===== src/shared/spt_map.vh =====
// Timing constants for the flash power and operation sequencer
`ifndef SPT_MAP_VH
`define SPT_MAP_VH
// Clock period in picoseconds (125 MHz)
`define SPT_CLK_PS          8000
// Times in their printed units
`define SPT_PWRUP_US        260
`define SPT_DEEP_ENTER_US   3
`define SPT_ULTRA_ENTER_US  3
`define SPT_TERM_US         50
`define SPT_SWRST_US        260
`define SPT_ULTRA_EXIT_US   260
`define SPT_ULTRA_EXIT_LONG_US 1200
`define SPT_ULTRA_LONG_MS   400
`define SPT_DEEP_EXIT_US    35
`define SPT_PAGE_PROG_US    6500
`define SPT_PAGE_RMW_MS     82
`define SPT_BYTE_PROG_US    32
`define SPT_OTP_MS          6
`define SPT_WRSR_MS         15
`define SPT_CHIP_ERASE_S    37
// Cycle counts, 33 bits wide so a full chip erase fits
`define SPT_US2CYC(u) ((u) * (33'h0_000f_4240 / `SPT_CLK_PS))
// Operation codes on op_code
`define SPT_OP_NONE   3'h0
`define SPT_OP_PAGE   3'h1
`define SPT_OP_RMW    3'h2
`define SPT_OP_BYTE   3'h3
`define SPT_OP_OTP    3'h4
`define SPT_OP_WRSR   3'h5
`define SPT_OP_CHIP   3'h6
// Sleep and reset requests on sys_cmd
`define SPT_CMD_NONE  3'h0
`define SPT_CMD_DEEP  3'h1
`define SPT_CMD_ULTRA 3'h2
`define SPT_CMD_TERM  3'h3
`define SPT_CMD_SWRST 3'h4
`define SPT_CMD_WAKE  3'h5
`endif


===== src/rtl/spt_seq.v =====
// Power-up, sleep and operation timing sequencer of a serial flash
`timescale 1ns/1ps
`include "spt_map.vh"
module spt_seq #(
  parameter [32:0] PWRUP_CYC  = `SPT_US2CYC(`SPT_PWRUP_US),
  parameter [32:0] DEEP_IN_CYC  = `SPT_US2CYC(`SPT_DEEP_ENTER_US),
  parameter [32:0] ULTRA_IN_CYC = `SPT_US2CYC(`SPT_ULTRA_ENTER_US),
  parameter [32:0] TERM_CYC   = `SPT_US2CYC(`SPT_TERM_US),
  parameter [32:0] SWRST_CYC  = `SPT_US2CYC(`SPT_SWRST_US),
  parameter [32:0] UEXIT_CYC  = `SPT_US2CYC(`SPT_ULTRA_EXIT_US),
  parameter [32:0] UEXIT_LONG_CYC = `SPT_US2CYC(`SPT_ULTRA_EXIT_LONG_US),
  parameter [32:0] ULONG_CYC  = `SPT_US2CYC(`SPT_ULTRA_LONG_MS * 1000),
  parameter [32:0] DEXIT_CYC  = `SPT_US2CYC(`SPT_DEEP_EXIT_US),
  parameter [32:0] PAGE_CYC   = `SPT_US2CYC(`SPT_PAGE_PROG_US),
  parameter [32:0] RMW_CYC    = `SPT_US2CYC(`SPT_PAGE_RMW_MS * 1000),
  parameter [32:0] BYTE_CYC   = `SPT_US2CYC(`SPT_BYTE_PROG_US),
  parameter [32:0] OTP_CYC    = `SPT_US2CYC(`SPT_OTP_MS * 1000),
  parameter [32:0] WRSR_CYC   = `SPT_US2CYC(`SPT_WRSR_MS * 1000),
  parameter [32:0] CHIP_CYC   = `SPT_US2CYC(`SPT_CHIP_ERASE_S * 1000000)
) (
  input  wire        ref_clk,        // System clock
  input  wire        rstn,           // Async reset, active low
  input  wire        clk_en,         // Freezes all state when low
  input  wire        por_n,          // Internal power-on reset, low active
  input  wire        hw_reset,       // Standard hardware reset sequence seen
  input  wire        cs_n,           // Chip select from host
  input  wire        sck,            // Serial clock level from host
  input  wire        so_data,        // Serial data from core
  input  wire        so_drive,       // Core wants to drive serial out
  input  wire [2:0]  sys_cmd,        // Sleep/reset request, with cmd_valid
  input  wire        cmd_valid,      // One-cycle command strobe
  input  wire [2:0]  op_code,        // Program/erase kind, with op_valid
  input  wire        op_valid,       // One-cycle operation start strobe
  output reg         so_o,           // Serial out data
  output reg         so_oe,          // Serial out enable
  output reg         spi_mode3,      // Mode chosen at select fall
  output wire        cmd_accept,     // Commands may be taken now
  output reg         busy,           // Internal operation in progress
  output reg         deep_sleep_state,            // In deep sleep
  output reg         ultra_low_power_sleep_state, // In ultra sleep
  output reg         por_done        // Power-on initialisation finished
);

  // One-hot states
  localparam [7:0] S_POR    = 8'h01; // Power-on init running
  localparam [7:0] S_IDLE   = 8'h02; // Ready
  localparam [7:0] S_ENTER  = 8'h04; // Waiting select high, then entry
  localparam [7:0] S_DEEP   = 8'h08; // Deep sleep
  localparam [7:0] S_ULTRA  = 8'h10; // Ultra sleep
  localparam [7:0] S_WAKE   = 8'h20; // Leaving sleep
  localparam [7:0] S_RECOV  = 8'h40; // Terminate/reset recovery
  localparam [7:0] S_OP     = 8'h80; // Program/erase/status write

  reg  [7:0]  state_q;      // Current state
  reg  [32:0] cnt_q;        // Down counter, wide enough for chip erase
  reg  [31:0] stay_q;       // Cycles spent in ultra sleep, saturating
  reg         to_ultra_q;   // Entry target is ultra sleep
  reg         cs_n_q;       // Select delayed for edge detect
  reg         started_q;    // Select fall seen since reset

  // Duration of a program/erase kind
  function [32:0] op_len;
    input [2:0] code;
    begin
      case (code)
        `SPT_OP_PAGE: op_len = PAGE_CYC;
        `SPT_OP_RMW:  op_len = RMW_CYC;
        `SPT_OP_BYTE: op_len = BYTE_CYC;
        `SPT_OP_OTP:  op_len = OTP_CYC;
        `SPT_OP_WRSR: op_len = WRSR_CYC;
        `SPT_OP_CHIP: op_len = CHIP_CYC;
        default:      op_len = 33'h0_0000_0001;
      endcase
    end
  endfunction

  wire cs_fall = cs_n_q & ~cs_n;          // Select falling edge
  wire cs_rise = ~cs_n_q & cs_n;          // Select rising edge
  wire cnt_end = (cnt_q == 33'h0_0000_0000); // Timer expired

  // Commands only in ready state, after power-on and a select fall
  assign cmd_accept = state_q[1] & por_n & started_q;

  // Select edge tracking and mode sampling
  always @(posedge ref_clk or negedge rstn) begin
    if (!rstn) begin
      cs_n_q    <= 1'b1;
      spi_mode3 <= 1'b0;
      started_q <= 1'b0;
    end else if (clk_en) begin
      cs_n_q <= cs_n;
      if (cs_fall) begin
        spi_mode3 <= sck;
        started_q <= 1'b1;
      end
      if (!por_n || state_q[0]) begin
        started_q <= 1'b0;
      end
    end
  end

  // Serial output stays high-Z until ready and selected
  always @(posedge ref_clk or negedge rstn) begin
    if (!rstn) begin
      so_o  <= 1'b0;
      so_oe <= 1'b0;
    end else if (clk_en) begin
      so_o  <= so_data;
      so_oe <= so_drive & ~cs_n & cmd_accept;
    end
  end

  // Main sequencer
  always @(posedge ref_clk or negedge rstn) begin
    if (!rstn) begin
      state_q    <= S_POR;
      cnt_q      <= 33'h0_0000_0000;
      stay_q     <= 32'h0000_0000;
      to_ultra_q <= 1'b0;
      busy       <= 1'b0;
      por_done   <= 1'b0;
      deep_sleep_state            <= 1'b0;
      ultra_low_power_sleep_state <= 1'b0;
    end else if (clk_en) begin
      if (!por_n) begin
        // Held in reset while supply is low
        state_q  <= S_POR;
        cnt_q    <= PWRUP_CYC;
        busy     <= 1'b0;
        por_done <= 1'b0;
        deep_sleep_state            <= 1'b0;
        ultra_low_power_sleep_state <= 1'b0;
      end else if (hw_reset && (state_q[0] || !por_done)) begin
        // Restart unfinished initialisation
        state_q <= S_POR;
        cnt_q   <= PWRUP_CYC;
      end else begin
        case (state_q)
          S_POR: begin
            // Count out the power-up delay
            if (cnt_end) begin
              state_q  <= S_IDLE;
              por_done <= 1'b1;
            end else begin
              cnt_q <= cnt_q - 33'h0_0000_0001;
            end
          end
          S_IDLE: begin
            if (op_valid && started_q) begin
              state_q <= S_OP;
              busy    <= 1'b1;
              cnt_q   <= op_len(op_code);
            end else if (cmd_valid && started_q) begin
              case (sys_cmd)
                `SPT_CMD_DEEP: begin
                  state_q    <= S_ENTER;
                  to_ultra_q <= 1'b0;
                  cnt_q      <= DEEP_IN_CYC;
                end
                `SPT_CMD_ULTRA: begin
                  state_q    <= S_ENTER;
                  to_ultra_q <= 1'b1;
                  cnt_q      <= ULTRA_IN_CYC;
                end
                `SPT_CMD_TERM: begin
                  state_q <= S_RECOV;
                  cnt_q   <= TERM_CYC;
                end
                `SPT_CMD_SWRST: begin
                  state_q <= S_RECOV;
                  cnt_q   <= SWRST_CYC;
                end
                default: state_q <= S_IDLE;
              endcase
            end
          end
          S_ENTER: begin
            // Entry timer runs only once select has risen
            if (!cs_n_q && !cs_rise) begin
              state_q <= S_ENTER;
            end else if (cnt_end) begin
              stay_q <= 32'h0000_0000;
              if (to_ultra_q) begin
                state_q <= S_ULTRA;
                ultra_low_power_sleep_state <= 1'b1;
              end else begin
                state_q <= S_DEEP;
                deep_sleep_state <= 1'b1;
              end
            end else begin
              cnt_q <= cnt_q - 33'h0_0000_0001;
            end
          end
          S_DEEP: begin
            // Only a wake request leaves deep sleep
            if (cmd_valid && sys_cmd == `SPT_CMD_WAKE) begin
              state_q <= S_WAKE;
              cnt_q   <= DEXIT_CYC;
              deep_sleep_state <= 1'b0;
            end
          end
          S_ULTRA: begin
            // Track stay length; wake on select fall
            if (stay_q != 32'hffff_ffff) begin
              stay_q <= stay_q + 32'h0000_0001;
            end
            if (cs_fall) begin
              state_q <= S_WAKE;
              ultra_low_power_sleep_state <= 1'b0;
              cnt_q <= ({1'b0, stay_q} > ULONG_CYC) ? UEXIT_CYC
                                            : UEXIT_LONG_CYC;
            end
          end
          S_WAKE, S_RECOV: begin
            // Recovery countdown before commands are taken
            if (cnt_end) begin
              state_q <= S_IDLE;
            end else begin
              cnt_q <= cnt_q - 33'h0_0000_0001;
            end
          end
          S_OP: begin
            // Busy until the operation timer expires or a terminate request arrives
            if (cmd_valid && sys_cmd == `SPT_CMD_TERM) begin
              state_q <= S_RECOV;
              cnt_q   <= TERM_CYC;
              busy    <= 1'b0;
            end else if (cnt_end) begin
              state_q <= S_IDLE;
              busy    <= 1'b0;
            end else begin
              cnt_q <= cnt_q - 33'h0_0000_0001;
            end
          end
          default: state_q <= S_IDLE;
        endcase
      end
    end
  end

endmodule // spt_seq


===== config.mk =====
export PLATFORM = sky130hd
export DESIGN_NAME = spt_seq
export DESIGN_NICKNAME = d
export VERILOG_FILES = /design/src/rtl/spt_seq.v
export VERILOG_INCLUDE_DIRS = /design/src /design/src/shared
export SDC_FILE = /design/constraint.sdc
export NUM_CORES = 1
export LEC_CHECK = 0
export BUFFER_PORTS_ARGS = -buffer_cell sky130_fd_sc_hd__buf_2
export CORE_UTILIZATION = 35
export CTS_CLUSTER_DIAMETER = 80
export CTS_CLUSTER_SIZE = 14
export DETAILED_ROUTE_END_ITERATION = 8
export PLACE_DENSITY = 0.6
export SETUP_SLACK_MARGIN = 0.2
export SYNTH_ARGS = -nofsm -noshare
export SYNTH_HDL_FRONTEND = slang
export SYNTH_SLANG_ARGS = --single-unit

===== constraint.sdc =====
create_clock -name ref_clk -period 2.8 [get_ports ref_clk]
set_input_delay 0.14 -clock ref_clk [delete_from_list [all_inputs] [get_ports ref_clk]]
set_output_delay 0.14 -clock ref_clk [all_outputs]
set_load 0.03 [all_outputs]

; Word-level counts from Yosys, hierarchy flattened
; Cells that the tools add are included.
[totals]
ff_bits = 83
ram_bits = 0
latch_bits = 0
mem_count = 0
rom_bits = 0
[op_classes]
multipliers = 0
n_mux = 57
bitwise = 10
add_sub_neg = 2
n_lt_le_gt_ge = 1
n_shift = 0
n_reduce_logical = 29
div = 0
eq_ne = 44
[ops]
columns = operator, count
row1 = 33-bit case mux with 6 select lines, 2
row2 = 33-bit 2-to-1 mux, 9
row3 = 33-bit case mux with 3 select lines, 1
row4 = 32-bit 2-to-1 mux, 3
row5 = 8-bit 2-to-1 mux, 10
row6 = 32-bit case mux with 2 select lines, 1
row7 = 8-bit case mux with 6 select lines, 1
row8 = 7-bit AND reduction, 5
row9 = 33-bit zero test, 1
row10 = "33-bit by 1-bit subtractor with 33-bit output, second input constant", 1
row11 = "32-bit by 1-bit adder with 32-bit output, second input constant", 1
row12 = "32-bit by 26-bit > comparator with 1-bit output, second input constant", 1
row13 = "32-bit != test, second input constant", 1
row14 = 1-bit 2-to-1 mux, 23
row15 = "3-bit != test, second input constant", 7
row16 = 18-bit 2-to-1 mux, 1
row17 = "4-bit != test, second input constant", 4
row18 = "3-bit equality test, second input constant", 5
row19 = 7-bit case mux with 2 select lines, 1
row20 = "3-bit by 2-bit equality test with 1-bit output, second input constant", 4
row21 = "5-bit != test, second input constant", 2
row22 = 5-bit AND reduction, 2
row23 = "3-bit by 1-bit != test with 1-bit output, second input constant", 3
row24 = "8-bit by 1-bit equality test with 1-bit output, second input constant", 1
row25 = 24 further kinds, 53

; Logic depth before layout (Yosys ltp)
[depth]
ltp_word = 8
ltp_mapped = 11
ltp_nobuf = 9

; Worst setup path after synthesis
; Ideal clock, no wire load.
[synth_path]
path_type = reg-to-reg
from = register stay_q[24]
to = register cnt_q[8]
required_ps = 2678
t_arrival_ps = 2375
period_less_slack_ps = 2497
path_stages_with_launch = 9
setup_slack_ps = 303
n_path_buf = 1
cell_sequence = dfrtp_1 -> buf_6 -> or3b_1 -> or4_4 -> a2bb2oi_1 -> o21ai_2 -> nor2_1 -> or4_1 -> a32o_1
[synth_via]
elab_chain_len = 6
[synth_lines]
columns = item, line
row1 = "start, declared", spt_seq.v:56  ; reg [31:0] stay_q;
row2 = "start signal, assigned", spt_seq.v:205  ; stay_q <= stay_q + 32'h0000_0001;
row3 = 32-bit by 26-bit > comparator with 1-bit output, spt_seq.v:210  ; cnt_q <= ({1'b0, stay_q} > ULONG_CYC) ? UEXIT_CYC
row4 = 18-bit 2-to-1 mux, spt_seq.v:210
row5 = 33-bit 2-to-1 mux, spt_seq.v:207  ; if (cs_fall) begin
row6 = 33-bit case mux with 6 select lines, spt_seq.v:138  ; case (state_q)
row7 = 33-bit 2-to-1 mux, spt_seq.v:133  ; end else if (hw_reset && (state_q[0] || !por_done)) begin
row8 = 33-bit 2-to-1 mux, spt_seq.v:125  ; if (!por_n) begin
row9 = "end signal, assigned", spt_seq.v:145  ; cnt_q <= cnt_q - 33'h0_0000_0001;
row10 = "end signal, assigned", spt_seq.v:210
row11 = "end signal, assigned", spt_seq.v:219  ; cnt_q <= cnt_q - 33'h0_0000_0001;
row12 = "end, declared", spt_seq.v:55  ; reg [32:0] cnt_q;
; Every way passes these cells. The select of a mux whose other input is x is not followed.
; A chain may end at the register's enable or synchronous reset.

; Worst setup path in the final report
; Ends and elaborated chain as after synthesis.

==> impl_metrics.py <==
metrics = {
    "floorplan": {
        "core_area_um2": 16520,
        "die_area_um2": 17430,
        "pin_count": 25,
        "die-height_um": 132.0,
        "num_rows": 47,
        "die_w_um": 132.0,
        "start_util_pct": 35.81,
    },
    "drt": {
        "routed-wl-met2_mm": 8.360,
        "viasPerCell": 6.052,
        "routed_wl_mm": 18.41,
        "drc": 0,
        "routed.top_layer": "met4",
        "first_pass_iters": 5,
        "drt_iter0_markers": 586,
        "met1Wirelength_mm": 8.514,
        "wl_met3_mm": 1.063,
        "avgRoutedWirePerCell_um": 18.39,
        "antenna_left": 0,
        "via_count": 6058,
    },
    "yosys": {
        "avgSynthCellArea_um2": 8.184,
        "synthTopCellsByArea": "dfrtp_1 34%, o21ai_0 8.1%, a21oi_1 4.0%, nor2_1 3.7%, nand2_1 3.2%",
        "synth_edf_count": 0,
        "synth_seq_area_share_pct": 35.14,
        "ys.flop_type": "dfrtp_1",
        "ys_ff_latch": 83,
        "postSynth.asyncResetShare_pct": 100.0,
        "syn_area_um2": 5917,
        "yosysUniqueCellTypes": 85,
        "synth_fp_nets": 743,
        "synth_top_area_share_pct": 34.26,
        "yosysTopAreaCell": "dfrtp_1",
        "synth_cells": 723,
        "yosysWarnings": 0,
    },
    "global_routing": {
        "grt_pass1_wl_mm": 30.19,
        "grtUsageTotal_pct": 21.77,
        "first_global_vias": 5674,
        "grt_max_degree": 53,
        "grt_overflow": 0,
        "antenna_found_initial": 0,
    },
    "timing": {
        "finalSetupViolations": 0,
        "tightest_slew_ps": 737.4,
        "grt_setup_unrepaired": "true",
        "fmaxAchievable_mhz": 388.0,
        "slew_headroom_pct": 50.84,
        "timing.final.max_slew_violations": 0,
        "finalHoldViolations": 0,
        "final.setup.worst_slack_ps": 223.0,
        "period_share_pct": 92.04,
        "setup_tns_ps": 0,
        "worst_hold_slack_ps": 11.77,
        "skew_ps": 13.80,
        "min_period_ps": 2577,
    },
    "clock_network": {
        "clk_path_buf_depth": 2,
        "htree_levels": 3,
        "cts.clk_slew.worst_paths_ps": 70,
        "clk_latency_ps": 360,
        "root_buffer": "clkbuf_16",
        "cts_tree": "yes",
        "clock-sinks": 83,
        "cts_inserted_buffers": 9,
    },
    "worst_hold_path": {
        "hp-start": "sck",
        "hold_path_depth": 2,
        "hold_path.class": "input pin to register",
    },
    "placement": {
        "port_buffers": 24,
        "preCtsSetupSlack_ps": 151.2,
        "hpwl_mm": 13.14,
        "place_congestion": 0.9134,
        "dpl_cell_area_um2": 6477,
    },
    "flow_run": {
        "drv_cap": 0,
    },
    "layout": {
        "n_fill_cell": 1681,
        "nNetsFinal": 796,
        "area_growth_pct": 17.72,
        "multi_input_area_um2": 3625,
        "layout-drive-gt1-share_pct": 19.85,
        "seqCellArea_um2": 2082,
        "diodes": 0,
        "fin_area_um2": 6965,
    },
    "worst_setup_path": {
        "crit_fanout": 3,
        "critPathCaptureType": "register",
        "crit_required_ps": 3040,
        "rr_startpoint": "stay_q[24]",
        "setup.worst_path.start": "stay_q[24]",
        "crit_type": "register to register",
        "critPathSlowestCell": "or4_4",
        "reg2reg_depth": 7,
        "crit_path_cell_trace": "or3b_1 -> or4_4 -> a2bb2oi_1 -> o21ai_2 -> nor2_4 -> or4_1 -> a32o_1",
        "max_stage_delay_ps": 520,
        "setup.worst_path.start_class": "register",
        "critPathArrivalTime_ps": 2820,
    },
    "power": {
        "leakagePower_nw": 2.821,
        "powerDensity_nw_per_um2": 654.6,
        "p_total_mw": 4.560,
        "ir_drop_v": 0.0004156,
    },
    "status": {
        "status": "finished clean",
    },
}
[cell type report]
| class | count | share of cell area (%) |
|---|---|---|
| Multi-Input combinational cell | 573 | 52.04 |
| Sequential cell | 83 | 29.89 |
| Timing Repair Buffer | 85 | 8.820 |
| Tap cell | 220 | 3.952 |
| Clock buffer | 11 | 3.485 |
| Inverter | 24 | 1.293 |
| Clock inverter | 5 | 0.5209 |
[worst max-delay path: cells and delay by family, from the launching register on]
kind,cells,cell delay (ps)
simple gates,4,1430
compound gates,3,640
flops,1,380
[final timing paths]
path                             end  slack [ps]
setup / recovery            cnt_q[8]         220
hold / removal             spi_mode3          10
setup reg to reg            cnt_q[8]         220
hold reg to reg            cnt_q[30]         480
max in group asynchronous  stay_q[3]        1680
min in group asynchronous  cnt_q[16]         400
[kinds of logic (layout without fill, tap and decap cells)]
logic type               Yosys count  count (layout)  share of synthesized area (%)
buffers and inverters             67             125                          5.646
AND/OR/NAND/NOR                  298             298                          28.42
multiplexers                       3               3                         0.5709
AO/OA/AOI/OAI                    254             254                          27.36
flip-flops                        83              83                          35.14
adder cells (fa/ha/maj)            3               3                         0.6345
XOR/XNOR                          15              15                          2.220
[flip-flops by register name, indices dropped and copies added, names as in the netlist]
| name | cells |
|---|---|
| so_o | 1 |
| por_done | 1 |
| so_oe | 1 |
| cnt_q | 33 |
| cs_n_q | 1 |
| spi_mode3 | 1 |
| state_q | 8 |
| started_q | 1 |
| to_ultra_q | 1 |
| busy | 1 |
| ultra_low_power_sleep_state | 1 |
| stay_q | 32 |
| deep_sleep_state | 1 |
[what timing repair did]
| action | 4_1_cts | 5_1_grt |
|---|---|---|
| endpoints found under the hold margin | 49 | 0 |
| buffers inserted | 0 | 10 |
| endpoints found under the setup margin | 21 | 60 |
| gates resized for setup | 3 | 26 |
| pin swaps | 1 | 8 |
| hold buffers | 2 | 0 |
[power by group]
group	switching (mW)	internal, mW	total [mW]
Combinational	1.14	0.730	1.87
Sequential	0.174	1.36	1.53
Clock	0.529	0.629	1.16
[cell usage in the layout (no fill, tap or decap), drive strengths merged, types with 6 or more instances in the layout]
master   n
nor4    13
buf     83
nor2    60
o41ai    8
a31oi   22
nor3    29
or3     15
and3    16
dfrtp   81
a22o     7
clkbuf  11
o31ai   16
nand4b   7
nand3   36
nand2b   7
or4     10
xor2    10
nor4b    6
inv     25
o211ai   7
nand4   20
nor2b    6
nand2   53
o21ai   99
a21oi   48
[per-layer routing]
metal,up-vias,track usage (%)
li1,2872,-
met1,2932,30.52
met2,213,33.48
met3,41,4.268
met4,0,7.235
met5,-,0
[through the flow]
stage	cells	util, %
2_1_floorplan	723	-
3_3_place_gp	973	39.20
3_5_place_dp	973	39.20
4_1_cts	991	41.08
5_1_grt	1001	42.15
6_report	1001	42.15
[cell usage after synthesis, drive strengths merged (3+ instances only)]
library cell   n
a211oi         5
a21oi         48
a22o           7
a2bb2oi        3
a31oi         22
a41o           3
and2           5
and3          16
and4           3
buf           16
clkbuf        27
dfrtp         81
ha             3
inv           24
mux2           3
nand2         53
nand2b         7
nand3         36
nand4         20
nand4b         7
nor2          60
nor2b          6
nor3          29
nor4          13
nor4b          6
o2111ai        4
o211ai         7
o21a           4
o21ai         99
o22a           3
o22ai          3
o2bb2ai        3
o311ai         3
o31ai         16
o41ai          8
or3           15
or3b           3
or4           10
xnor2          5
xor2          10
Power figures use the tool's default switching activity.
